## src/fpfep_regs.svh

```systemverilog
// constants for the four phase fetch execute pipeline
`ifndef FPFEP_REGS_SVH
`define FPFEP_REGS_SVH
`define FPFEP_PC_W 10
`define FPFEP_INSN_W 14
`define FPFEP_PC_RESET 10'h000
`define FPFEP_NOP 14'h0000
`define FPFEP_OP_POS 11
`define FPFEP_OP_W 3
`define FPFEP_CLK_PERIOD_NS 50
`define FPFEP_PHASES 4
`endif

```

## src/fpfep_pkg.sv

```systemverilog
// types for the four phase fetch execute pipeline
package fpfep_pkg;
    // phase order, gray coded along the cycle
    typedef enum logic [1:0] {
        FPFEP_PH_FETCH = 2'b00,
        FPFEP_PH_DEC = 2'b01,
        FPFEP_PH_EXE = 2'b11,
        FPFEP_PH_WB = 2'b10
    } fpfep_phase_e;
    // opcode classes in bits 13:11
    typedef enum logic [2:0] {
        FPFEP_OP_ALU = 3'b000,
        FPFEP_OP_JMP = 3'b001,
        FPFEP_OP_CALL = 3'b010,
        FPFEP_OP_SKZ = 3'b011,
        FPFEP_OP_RET = 3'b100,
        FPFEP_OP_LDI = 3'b101,
        FPFEP_OP_ROT = 3'b110,
        FPFEP_OP_INC = 3'b111
    } fpfep_op_e;
endpackage

```

## src/fpfep_core.sv

```systemverilog
// four phase fetch execute pipeline sequencing core
// Notes on behaviour
// [RULE1] the system clock from either internal oscillator is split into four phases per cycle.
// [RULE2] the program counter advances at the start of the fetch phase and the word is fetched then.
// [RULE3] decode and execution happen in the second, third and fourth phases.
// [RULE4] fetch of the next word overlaps execution so plain instructions retire one per cycle.
// [RULE5] any instruction that redirects the program counter takes two instruction cycles.
// [RULE6] a branch gets its target in the first cycle and transfers control in the second.
// [RULE7] an eight bit alu does arithmetic, logic, rotate, inc, dec and branch decisions on acc.
// [RULE8] the counter steps by one per instruction; jumps, calls and reset load a target.
// [RULE9] on skip or redirect the prefetched word is discarded and a dummy cycle replaces it.
// [RULE10] phases advance one per clock, first to fourth, wrap, and restart at first after reset.
`timescale 1ns/1ps
`include "fpfep_regs.svh"
module fpfep_core #(
    parameter int PC_W = `FPFEP_PC_W,
    parameter int INSN_W = `FPFEP_INSN_W
) (
    // clock and reset
    input wire logic i_sys_clk,
    input wire logic i_sys_rst,
    // program memory
    output logic [PC_W-1:0] o_imem_addr,
    output logic o_imem_rd,
    input wire logic [INSN_W-1:0] i_imem_data,
    // status
    output fpfep_pkg::fpfep_phase_e o_phase,
    output logic [7:0] o_acc,
    output logic o_retire,
    output logic o_dummy
);
    import fpfep_pkg::*;

    fpfep_phase_e phase;
    logic [PC_W-1:0] pc;
    logic [PC_W-1:0] ret_pc;
    logic [INSN_W-1:0] fetched;
    logic [INSN_W-1:0] ir;
    logic [7:0] acc;
    logic zero;
    logic flush;
    logic squash;
    logic redirect;
    logic [PC_W-1:0] target;
    logic [7:0] next_acc;
    logic next_redirect;
    logic next_skip;
    fpfep_op_e op;

    assign op = fpfep_op_e'(ir[`FPFEP_OP_POS +: `FPFEP_OP_W]);

    // phase generator
    // [RULE10] fixed phase order
    // [RULE1] four phases per cycle
    always_ff @(posedge i_sys_clk) begin
        if (i_sys_rst) begin
            phase <= FPFEP_PH_FETCH;
        end else begin
            case (phase)
                FPFEP_PH_FETCH: phase <= FPFEP_PH_DEC;
                FPFEP_PH_DEC: phase <= FPFEP_PH_EXE;
                FPFEP_PH_EXE: phase <= FPFEP_PH_WB;
                FPFEP_PH_WB: phase <= FPFEP_PH_FETCH;
                default: phase <= FPFEP_PH_FETCH;
            endcase
        end
    end

    // execute decision, combinational over the current word
    // [RULE7] eight bit alu
    always_comb begin
        next_acc = acc;
        next_redirect = 1'b0;
        next_skip = 1'b0;
        case (op)
            FPFEP_OP_ALU: next_acc = ir[8] ? (acc ^ ir[7:0]) : (acc + ir[7:0]);
            FPFEP_OP_LDI: next_acc = ir[7:0];
            FPFEP_OP_ROT: next_acc = {acc[0], acc[7:1]};
            FPFEP_OP_INC: next_acc = ir[8] ? (acc - 8'h01) : (acc + 8'h01);
            FPFEP_OP_JMP: next_redirect = 1'b1;
            FPFEP_OP_CALL: next_redirect = 1'b1;
            FPFEP_OP_RET: next_redirect = 1'b1;
            FPFEP_OP_SKZ: next_skip = zero;
            default: next_acc = acc;
        endcase
    end

    // program counter and fetch in the fetch phase
    // [RULE2] advance and fetch
    // [RULE8] step or load
    always_ff @(posedge i_sys_clk) begin
        if (i_sys_rst) begin
            // reset holds a fetch of the reset address, so the first phase after release
            // is a real fetch and the counter already points past it
            pc <= PC_W'(`FPFEP_PC_RESET) + PC_W'(1);
            o_imem_addr <= `FPFEP_PC_RESET;
            o_imem_rd <= 1'b1;
        end else begin
            o_imem_rd <= (phase == FPFEP_PH_WB);
            if (phase == FPFEP_PH_WB) begin
                // [RULE6] transfer to target
                o_imem_addr <= redirect ? target : pc;
                pc <= (redirect ? target : pc) + PC_W'(1);
            end
        end
    end

    // latch fetched word one clock after the fetch phase, while memory still drives it
    always_ff @(posedge i_sys_clk) begin
        if (i_sys_rst) begin
            fetched <= `FPFEP_NOP;
        end else if (phase == FPFEP_PH_DEC) begin
            fetched <= i_imem_data;
        end
    end

    // instruction register loads at cycle boundary, overlapping fetch
    // [RULE4] overlap fetch
    // [RULE9] discard prefetched word
    always_ff @(posedge i_sys_clk) begin
        if (i_sys_rst) begin
            ir <= `FPFEP_NOP;
            flush <= 1'b1;
            squash <= 1'b0;
        end else if (phase == FPFEP_PH_WB) begin
            // flush marks the whole next cycle as a dummy slot
            ir <= squash ? `FPFEP_NOP : fetched;
            flush <= squash;
            squash <= 1'b0;
        end else if (phase == FPFEP_PH_EXE) begin
            // squash carries the discard decision from execute to the cycle boundary
            squash <= !flush & (next_redirect | next_skip);
        end
    end

    // execute in the last three phases, commit at the end of the third
    // [RULE3] decode and execute
    // [RULE5] branch takes two cycles
    always_ff @(posedge i_sys_clk) begin
        if (i_sys_rst) begin
            acc <= 8'h00;
            zero <= 1'b1;
            redirect <= 1'b0;
            target <= `FPFEP_PC_RESET;
            ret_pc <= `FPFEP_PC_RESET;
            o_retire <= 1'b0;
            o_dummy <= 1'b0;
        end else begin
            o_retire <= 1'b0;
            o_dummy <= 1'b0;
            if (phase == FPFEP_PH_EXE) begin
                o_dummy <= flush;
                o_retire <= !flush;
                redirect <= !flush & next_redirect;
                if (!flush) begin
                    acc <= next_acc;
                    zero <= (next_acc == 8'h00);
                    // [RULE6] obtain target
                    if (op == FPFEP_OP_RET) begin
                        target <= ret_pc;
                    end else begin
                        target <= ir[PC_W-1:0];
                    end
                    if (op == FPFEP_OP_CALL) begin
                        // return to the word after the call, the one being fetched now
                        ret_pc <= o_imem_addr;
                    end
                end
            end else if (phase == FPFEP_PH_WB) begin
                redirect <= 1'b0;
            end
        end
    end

    // status outputs from flops
    always_ff @(posedge i_sys_clk) begin
        if (i_sys_rst) begin
            o_phase <= FPFEP_PH_FETCH;
            o_acc <= 8'h00;
        end else begin
            o_phase <= phase;
            o_acc <= acc;
        end
    end

    // [RULE10] phase wraps
    AST_PHASE_ORDER: assert property (@(posedge i_sys_clk) disable iff (i_sys_rst)
        phase == FPFEP_PH_WB |=> phase == FPFEP_PH_FETCH) // [RULE10]
        else $error("phase did not wrap");
    // [RULE1] four phase cycle
    AST_FOUR_PHASE: assert property (@(posedge i_sys_clk) disable iff (i_sys_rst)
        phase == FPFEP_PH_FETCH |=> phase == FPFEP_PH_DEC ##1 phase == FPFEP_PH_EXE
        ##1 phase == FPFEP_PH_WB) // [RULE1]
        else $error("phase order broken");
    // [RULE2] fetch strobe in fetch phase
    AST_FETCH_PHASE: assert property (@(posedge i_sys_clk) disable iff (i_sys_rst)
        o_imem_rd |-> phase == FPFEP_PH_FETCH) // [RULE2]
        else $error("fetch outside fetch phase");
    // [RULE8] sequential step
    AST_PC_STEP: assert property (@(posedge i_sys_clk) disable iff (i_sys_rst)
        phase == FPFEP_PH_WB && !redirect |=> pc == $past(pc) + PC_W'(1)) // [RULE8]
        else $error("pc did not step by one");
    // [RULE6] transfer to target
    AST_BRANCH_ADDR: assert property (@(posedge i_sys_clk) disable iff (i_sys_rst)
        phase == FPFEP_PH_WB && redirect |=> o_imem_addr == $past(target)) // [RULE6]
        else $error("branch target not fetched");
    // [RULE9] dummy after redirect
    AST_DUMMY: assert property (@(posedge i_sys_clk) disable iff (i_sys_rst)
        phase == FPFEP_PH_EXE && !flush && next_redirect |=> ##4 o_dummy) // [RULE9]
        else $error("no dummy cycle after branch");
    // [RULE4] one retire per cycle
    AST_RETIRE_SPACING: assert property (@(posedge i_sys_clk) disable iff (i_sys_rst)
        o_retire |=> !o_retire [*3]) // [RULE4]
        else $error("retire spacing wrong");
    // [RULE3] commit only in execute phase
    AST_ACC_PHASE: assert property (@(posedge i_sys_clk) disable iff (i_sys_rst)
        acc != $past(acc) |-> $past(phase) == FPFEP_PH_EXE) // [RULE3]
        else $error("acc changed outside execute");
    // [RULE5] branch costs two cycles
    AST_TWO_CYCLE: assert property (@(posedge i_sys_clk) disable iff (i_sys_rst)
        o_retire && $past(next_redirect) |=> ##3 !o_retire ##4 1'b1) // [RULE5]
        else $error("branch not two cycles");
    // [RULE7] increment
    AST_ALU_INC: assert property (@(posedge i_sys_clk) disable iff (i_sys_rst)
        phase == FPFEP_PH_EXE && !flush && op == FPFEP_OP_INC && !ir[8]
        |=> acc == $past(acc) + 8'h01) // [RULE7]
        else $error("increment wrong");
endmodule

```

## config.mk

```make
export PLATFORM = sky130hd
export DESIGN_NAME = fpfep_core
export DESIGN_NICKNAME = d
export VERILOG_FILES = /design/src/fpfep_pkg.sv /design/src/fpfep_core.sv
export VERILOG_INCLUDE_DIRS = /design/src /design/src/src
export SDC_FILE = /design/constraint.sdc
export NUM_CORES = 1
export LEC_CHECK = 0
export ABC_AREA = 1
export BUFFER_PORTS_ARGS = -buffer_cell sky130_fd_sc_hd__buf_2
export CAP_MARGIN = 20
export CELL_PAD_IN_SITES_DETAIL_PLACEMENT = 1
export CELL_PAD_IN_SITES_GLOBAL_PLACEMENT = 2
export CORE_UTILIZATION = 34
export DETAILED_ROUTE_END_ITERATION = 6
export PLACE_DENSITY = 0.78
export SYNTH_ARGS = -nofsm -noshare
export SYNTH_HDL_FRONTEND = slang
export SYNTH_SLANG_ARGS = --single-unit
export TNS_END_PERCENT = 30
```

## constraint.sdc

```tcl
create_clock -name i_sys_clk -period 2.4 [get_ports i_sys_clk]
set_input_delay 0.6 -clock i_sys_clk [delete_from_list [all_inputs] [get_ports i_sys_clk]]
set_output_delay 0.6 -clock i_sys_clk [all_outputs]
set_load 0.01 [all_outputs]
```

==> results.md <==
- At the later pin of the worst-skew pair, clock insertion delay measures 0.35 ns.
- For this run, the slowest stage of the critical path takes 0.44 ns.
- For this design the top-level I/O count stands at 39.
- The power density over the cells is approximately 650 mW/mm2.
- VDD sags by at most 0.496 mV.
- Final hold analysis gives a worst-case slack of 0.447 ns.
- Compared with the post-synthesis result, the final layout area differs by 16.3%.
- Summed over all cells, the static leakage comes to about 2.3 nW.
- Dividing the detail-routed wire length by the instance count gives 14.9 um.
- The number of violations reported at the end of detailed-routing iteration 0 is 185.
- The aggregate routed wire length is 12.5 mm.
- Routability-driven placement finished with a final weighted congestion of about 0.8.
- The synthesized area divided by synthesized cell count is 7.09 um2.
- The depth of the CTS H-tree is 3.
- The tree built by TritonCTS fans out to 93 sinks.
- The run finished with clean final reports.
- Cells with a size suffix above 1 make up 12.5% of the layout.
- The number of nets at the end of the flow is ~690.
- The final non-filler cell total is about 840.
- On the final layout, the worst clock skew is around 0.0085 ns.
- Synthesis inferred 93 register bits.
- The first global-routing pass estimated slightly above 20 mm of wire.
- From left edge to right edge, the die measures 116 um.
- Fill cells in the final layout number 1635.
- The count of warnings emitted by yosys is 0.
- The net count after synthesis is 652.
- The via count is 4093.
- Once placement completed, the tool counted placed cells totaling 820.
- Setup repair after global routing left no endpoint under its margin.
- Post-CTS timing repair inserted 0 buffers for setup.
- Counting the buffers created by CTS gives 9.
- The end point of the most critical hold path is fetched[3].
- The final number of max-transition violations came to 0.
- The launch instance of the worst register-to-register path is acc[0].
- The number of antenna cells inserted is 0.
- The critical path endpoint category is a flip-flop.
- The launch point of the worst path is acc[0].
- The total iterations of the first detailed-routing run is 4.
- The portion of synthesized cell area occupied by the leading cell type is 42.4%.
- The number of endpoints with negative hold slack in the final report was 0.
- The post-DP HPWL is approximately 9.7 mm.
- Synthesis instantiated 39 different standard cells from the library.
- The setup slack of the critical path after layout is 0.215 ns.
- In this design, the critical path's most frequently occurring cell is sky130_fd_sc_hd__nand2_1.
- In this run the remaining antenna-violating nets after routing total 0.
- Summing every instance area after synthesis gives 0.00439 mm2.
- For flop-to-flop paths, the worst setup slack is approximately 0.22 ns.
- The maximum root-to-sink buffer count is 2.
- The number of cells traversed by the worst hold path is 2.
- The root buffer cell chosen for the clock tree is sky130_fd_sc_hd__clkbuf_16.
- The total overflow left after global routing is 0.
- After layout, the worst path uses just over 90% of the clock period.
- For this run, design rule violations remaining after detail routing come to 0.
- The critical path goes through ha_1, inv_1, fa_1, inv_1, nand2_1, nand2_1, nand3b_1, nand2_1, nand2_1, nand3_1, nand4_1, nor2_1, nand2_1, nand2_1.
- The area of the die is between 0.01 and 0.015 mm2.
- The endpoint identified for the worst register-to-register timing path is zero.
- The number of antenna violations at the first check in global routing is 0.
- In this run the vertical extent of the chip is 116 um.
- The min-delay analysis places its worst path in the category flip-flop to flip-flop.
- Measured in cells, the most critical reg-to-reg path has a length of 14.
- The count of port buffers added during placement is 37.
- Setup violations remaining at the end of the flow were counted as 0.
- STA classifies the critical path startpoint as a flip-flop.
- The post-cts repair resize count is 0.
- In this run the most critical hold path is launched from fetched[3].
- The kind of cell with the highest combined delay along the critical path is simple AND/OR/NAND/NOR gates.
- In this run the tightest slew margin relative to its limit is 45.4%.
- Yosys attributes the largest share of cell area to sky130_fd_sc_hd__dfxtp_1 (42%), sky130_fd_sc_hd__nand2_1 (12%), sky130_fd_sc_hd__inv_1 (6.6%), sky130_fd_sc_hd__nor2_1 (6.4%), sky130_fd_sc_hd__o21ai_0 (5.6%).
- In this run the worst path has a maximum fanout of 4.
- The maximum frequency from static timing analysis is 458 MHz.
- The startpoint-to-endpoint class of the critical path is flip-flop to flip-flop.
- The number of vias per cell is 4.90.
- The transition time at the pin with the least slew margin is ~0.82 ns.
- The overall track demand over capacity in global routing is 20.3%.
- The maximum number of pins on one net before global-route repair is 34.
- The standard-cell row count is 41.
- The number of buffers and inverters on the critical path is 2.
- The data required time at the worst endpoint is 2.69 ns.
- Max-cap violations in this run came to 0.
- The shortest period the worst path allows is ~2.2 ns.
- The multi-input combinational cells in the finished layout cover a total of 0.00212 mm2.
- The clock transition at the registers of the reported paths is 0.06 ns.
- The via count of the first global-routing pass is approximately 4100.
- Once the floorplan was initialized, standard cells occupied between 30% and 40% of the core.
- The area taken by flip-flops and latches is 0.00186 mm2.
- The core region is 0.0126 mm2.
- The total negative slack for setup checks is 0 ns.
- The sequential-to-total area share from yosys stat is 42.4%.
- At the placement stage, the worst setup path has a slack of 0.251 ns.
- The dominant cell type by area after synthesis is sky130_fd_sc_hd__dfxtp_1.
- For this design, the CTS-stage hold fixing added 0 buffers.
- The cell type of the slowest stage on the worst timing path is sky130_fd_sc_hd__dfxtp_1.
- STA puts the critical path data arrival time at 2.47 ns.
- The TritonCTS clock tree is yes.
- The completed layout was analyzed and its total power is between 3 and 4 mW.
- The synthesized instance count is 620.
-- cell usage in the layout (no fill, tap or decap), drive strengths merged --
cell type | netlist | layout
nor3 | 3 | 3
o22a | 1 | 1
o21ai | 60 | 60
dfxtp | 93 | 93
clkinvlp | 0 | 1
inv | 86 | 86
or2 | 5 | 5
o21bai | 2 | 2
a31oi | 12 | 12
fa | 2 | 2
bufinv | 0 | 2
o22ai | 9 | 9
buf | 7 | 47
ha | 14 | 14
o311ai | 1 | 1
nand2 | 142 | 142
mux2i | 2 | 2
nor2 | 78 | 78
o21a | 1 | 1
a21oi | 23 | 23
nand4 | 9 | 9
nand3b | 3 | 3
xnor2 | 2 | 2
nand3 | 42 | 42
clkinv | 1 | 4
a22o | 2 | 2
a32o | 2 | 2
o211ai | 6 | 6
clkbuf | 12 | 10
-- power breakdown --
part | switching (mW) | leakage [nW] | internal, mW | total, mW
clock network | 0.595 | 0.158 | 0.938 | 1.53
registers | 0.0229 | 0.755 | 1.58 | 1.61
logic | 0.144 | 1.41 | 0.0644 | 0.208
-- layout make-up --
| cell class | count | area share, % |
|---|---|---|
| multi-input cells | 421 | 41.5 |
| flip-flops and latches | 93 | 36.4 |
| inverters | 87 | 6.39 |
| repair buffers | 47 | 5.09 |
| clock buffers | 10 | 4.68 |
| well taps | 172 | 4.21 |
| clock inverters | 6 | 1.69 |
-- synthesized netlist by cell type (all sizes together) --
cell    instances
a21oi          23
a22o            2
a31oi          12
a32o            2
buf             7
clkbuf         12
clkinv          1
dfxtp          93
fa              2
ha             14
inv            86
mux2i           2
nand2         142
nand3          42
nand3b          3
nand4           9
nor2           78
nor3            3
o211ai          6
o21a            1
o21ai          60
o21bai          2
o22a            1
o22ai           9
o311ai          1
or2             5
xnor2           2
-- registers in the layout (all words and copies together) (netlist names) --
signal	cells
ir	13
o_retire	1
ret_pc	10
o_dummy	1
o_acc	8
target	10
pc	10
acc	8
zero	1
o_phase	2
o_imem_rd	1
redirect	1
fetched	13
squash	1
o_imem_addr	10
phase	2
flush	1
-- how the worst max path moves through the flow --
stage           end  slack [ns]  depth (start not counted)
6_report       zero        0.22                         14
5_1_grt        zero       0.004                         14
4_1_cts        zero        0.20                         14
3_5_place_dp   zero        0.25                         14
3_3_place_gp   zero        0.32                         14
2_1_floorplan  zero        0.33                         13
-- worst register-to-register path, stage by stage (launching register included) --
cell                       delay (ns)
sky130_fd_sc_hd__dfxtp_1         0.44
sky130_fd_sc_hd__ha_1            0.23
sky130_fd_sc_hd__inv_1           0.06
sky130_fd_sc_hd__fa_1            0.39
sky130_fd_sc_hd__inv_1           0.09
sky130_fd_sc_hd__nand2_1         0.06
sky130_fd_sc_hd__nand2_1         0.10
sky130_fd_sc_hd__nand3b_1        0.13
sky130_fd_sc_hd__nand2_1         0.09
sky130_fd_sc_hd__nand2_1         0.05
sky130_fd_sc_hd__nand3_1         0.10
sky130_fd_sc_hd__nand4_1         0.15
sky130_fd_sc_hd__nor2_1          0.14
sky130_fd_sc_hd__nand2_1         0.07
sky130_fd_sc_hd__nand2_1         0.05
-- layer usage --
layer | up-vias | wire length (um) | track usage (%)
met5 | - | 0 | 0
met4 | 0 | 104 | 5.04
met3 | 8 | 390 | 4.24
met2 | 60 | 5840 | 33.4
met1 | 1931 | 6160 | 27.2
li1 | 2094 | - | -
-- cells by family after synthesis --
logic type	Yosys count	share of synthesized area [%]
adder cells (fa/ha/maj)	16	4.90
AO/OA/AOI/OAI	119	15.3
AND/OR/NAND/NOR	282	27.2
multiplexers	2	0.456
buffers and inverters	106	9.34
XOR/XNOR	2	0.399
flip-flops	93	42.4
-- metrics by stage --
step / instance area, um2 / utilization, %
after floorplan: 4390 / -
after CTS: 5110 / 40.5
after global placement: 4780 / 37.9
after global routing: 5110 / 40.5
final: 5110 / 40.5
after detailed placement: 4780 / 37.9
Power figures use the tool's default switching activity.
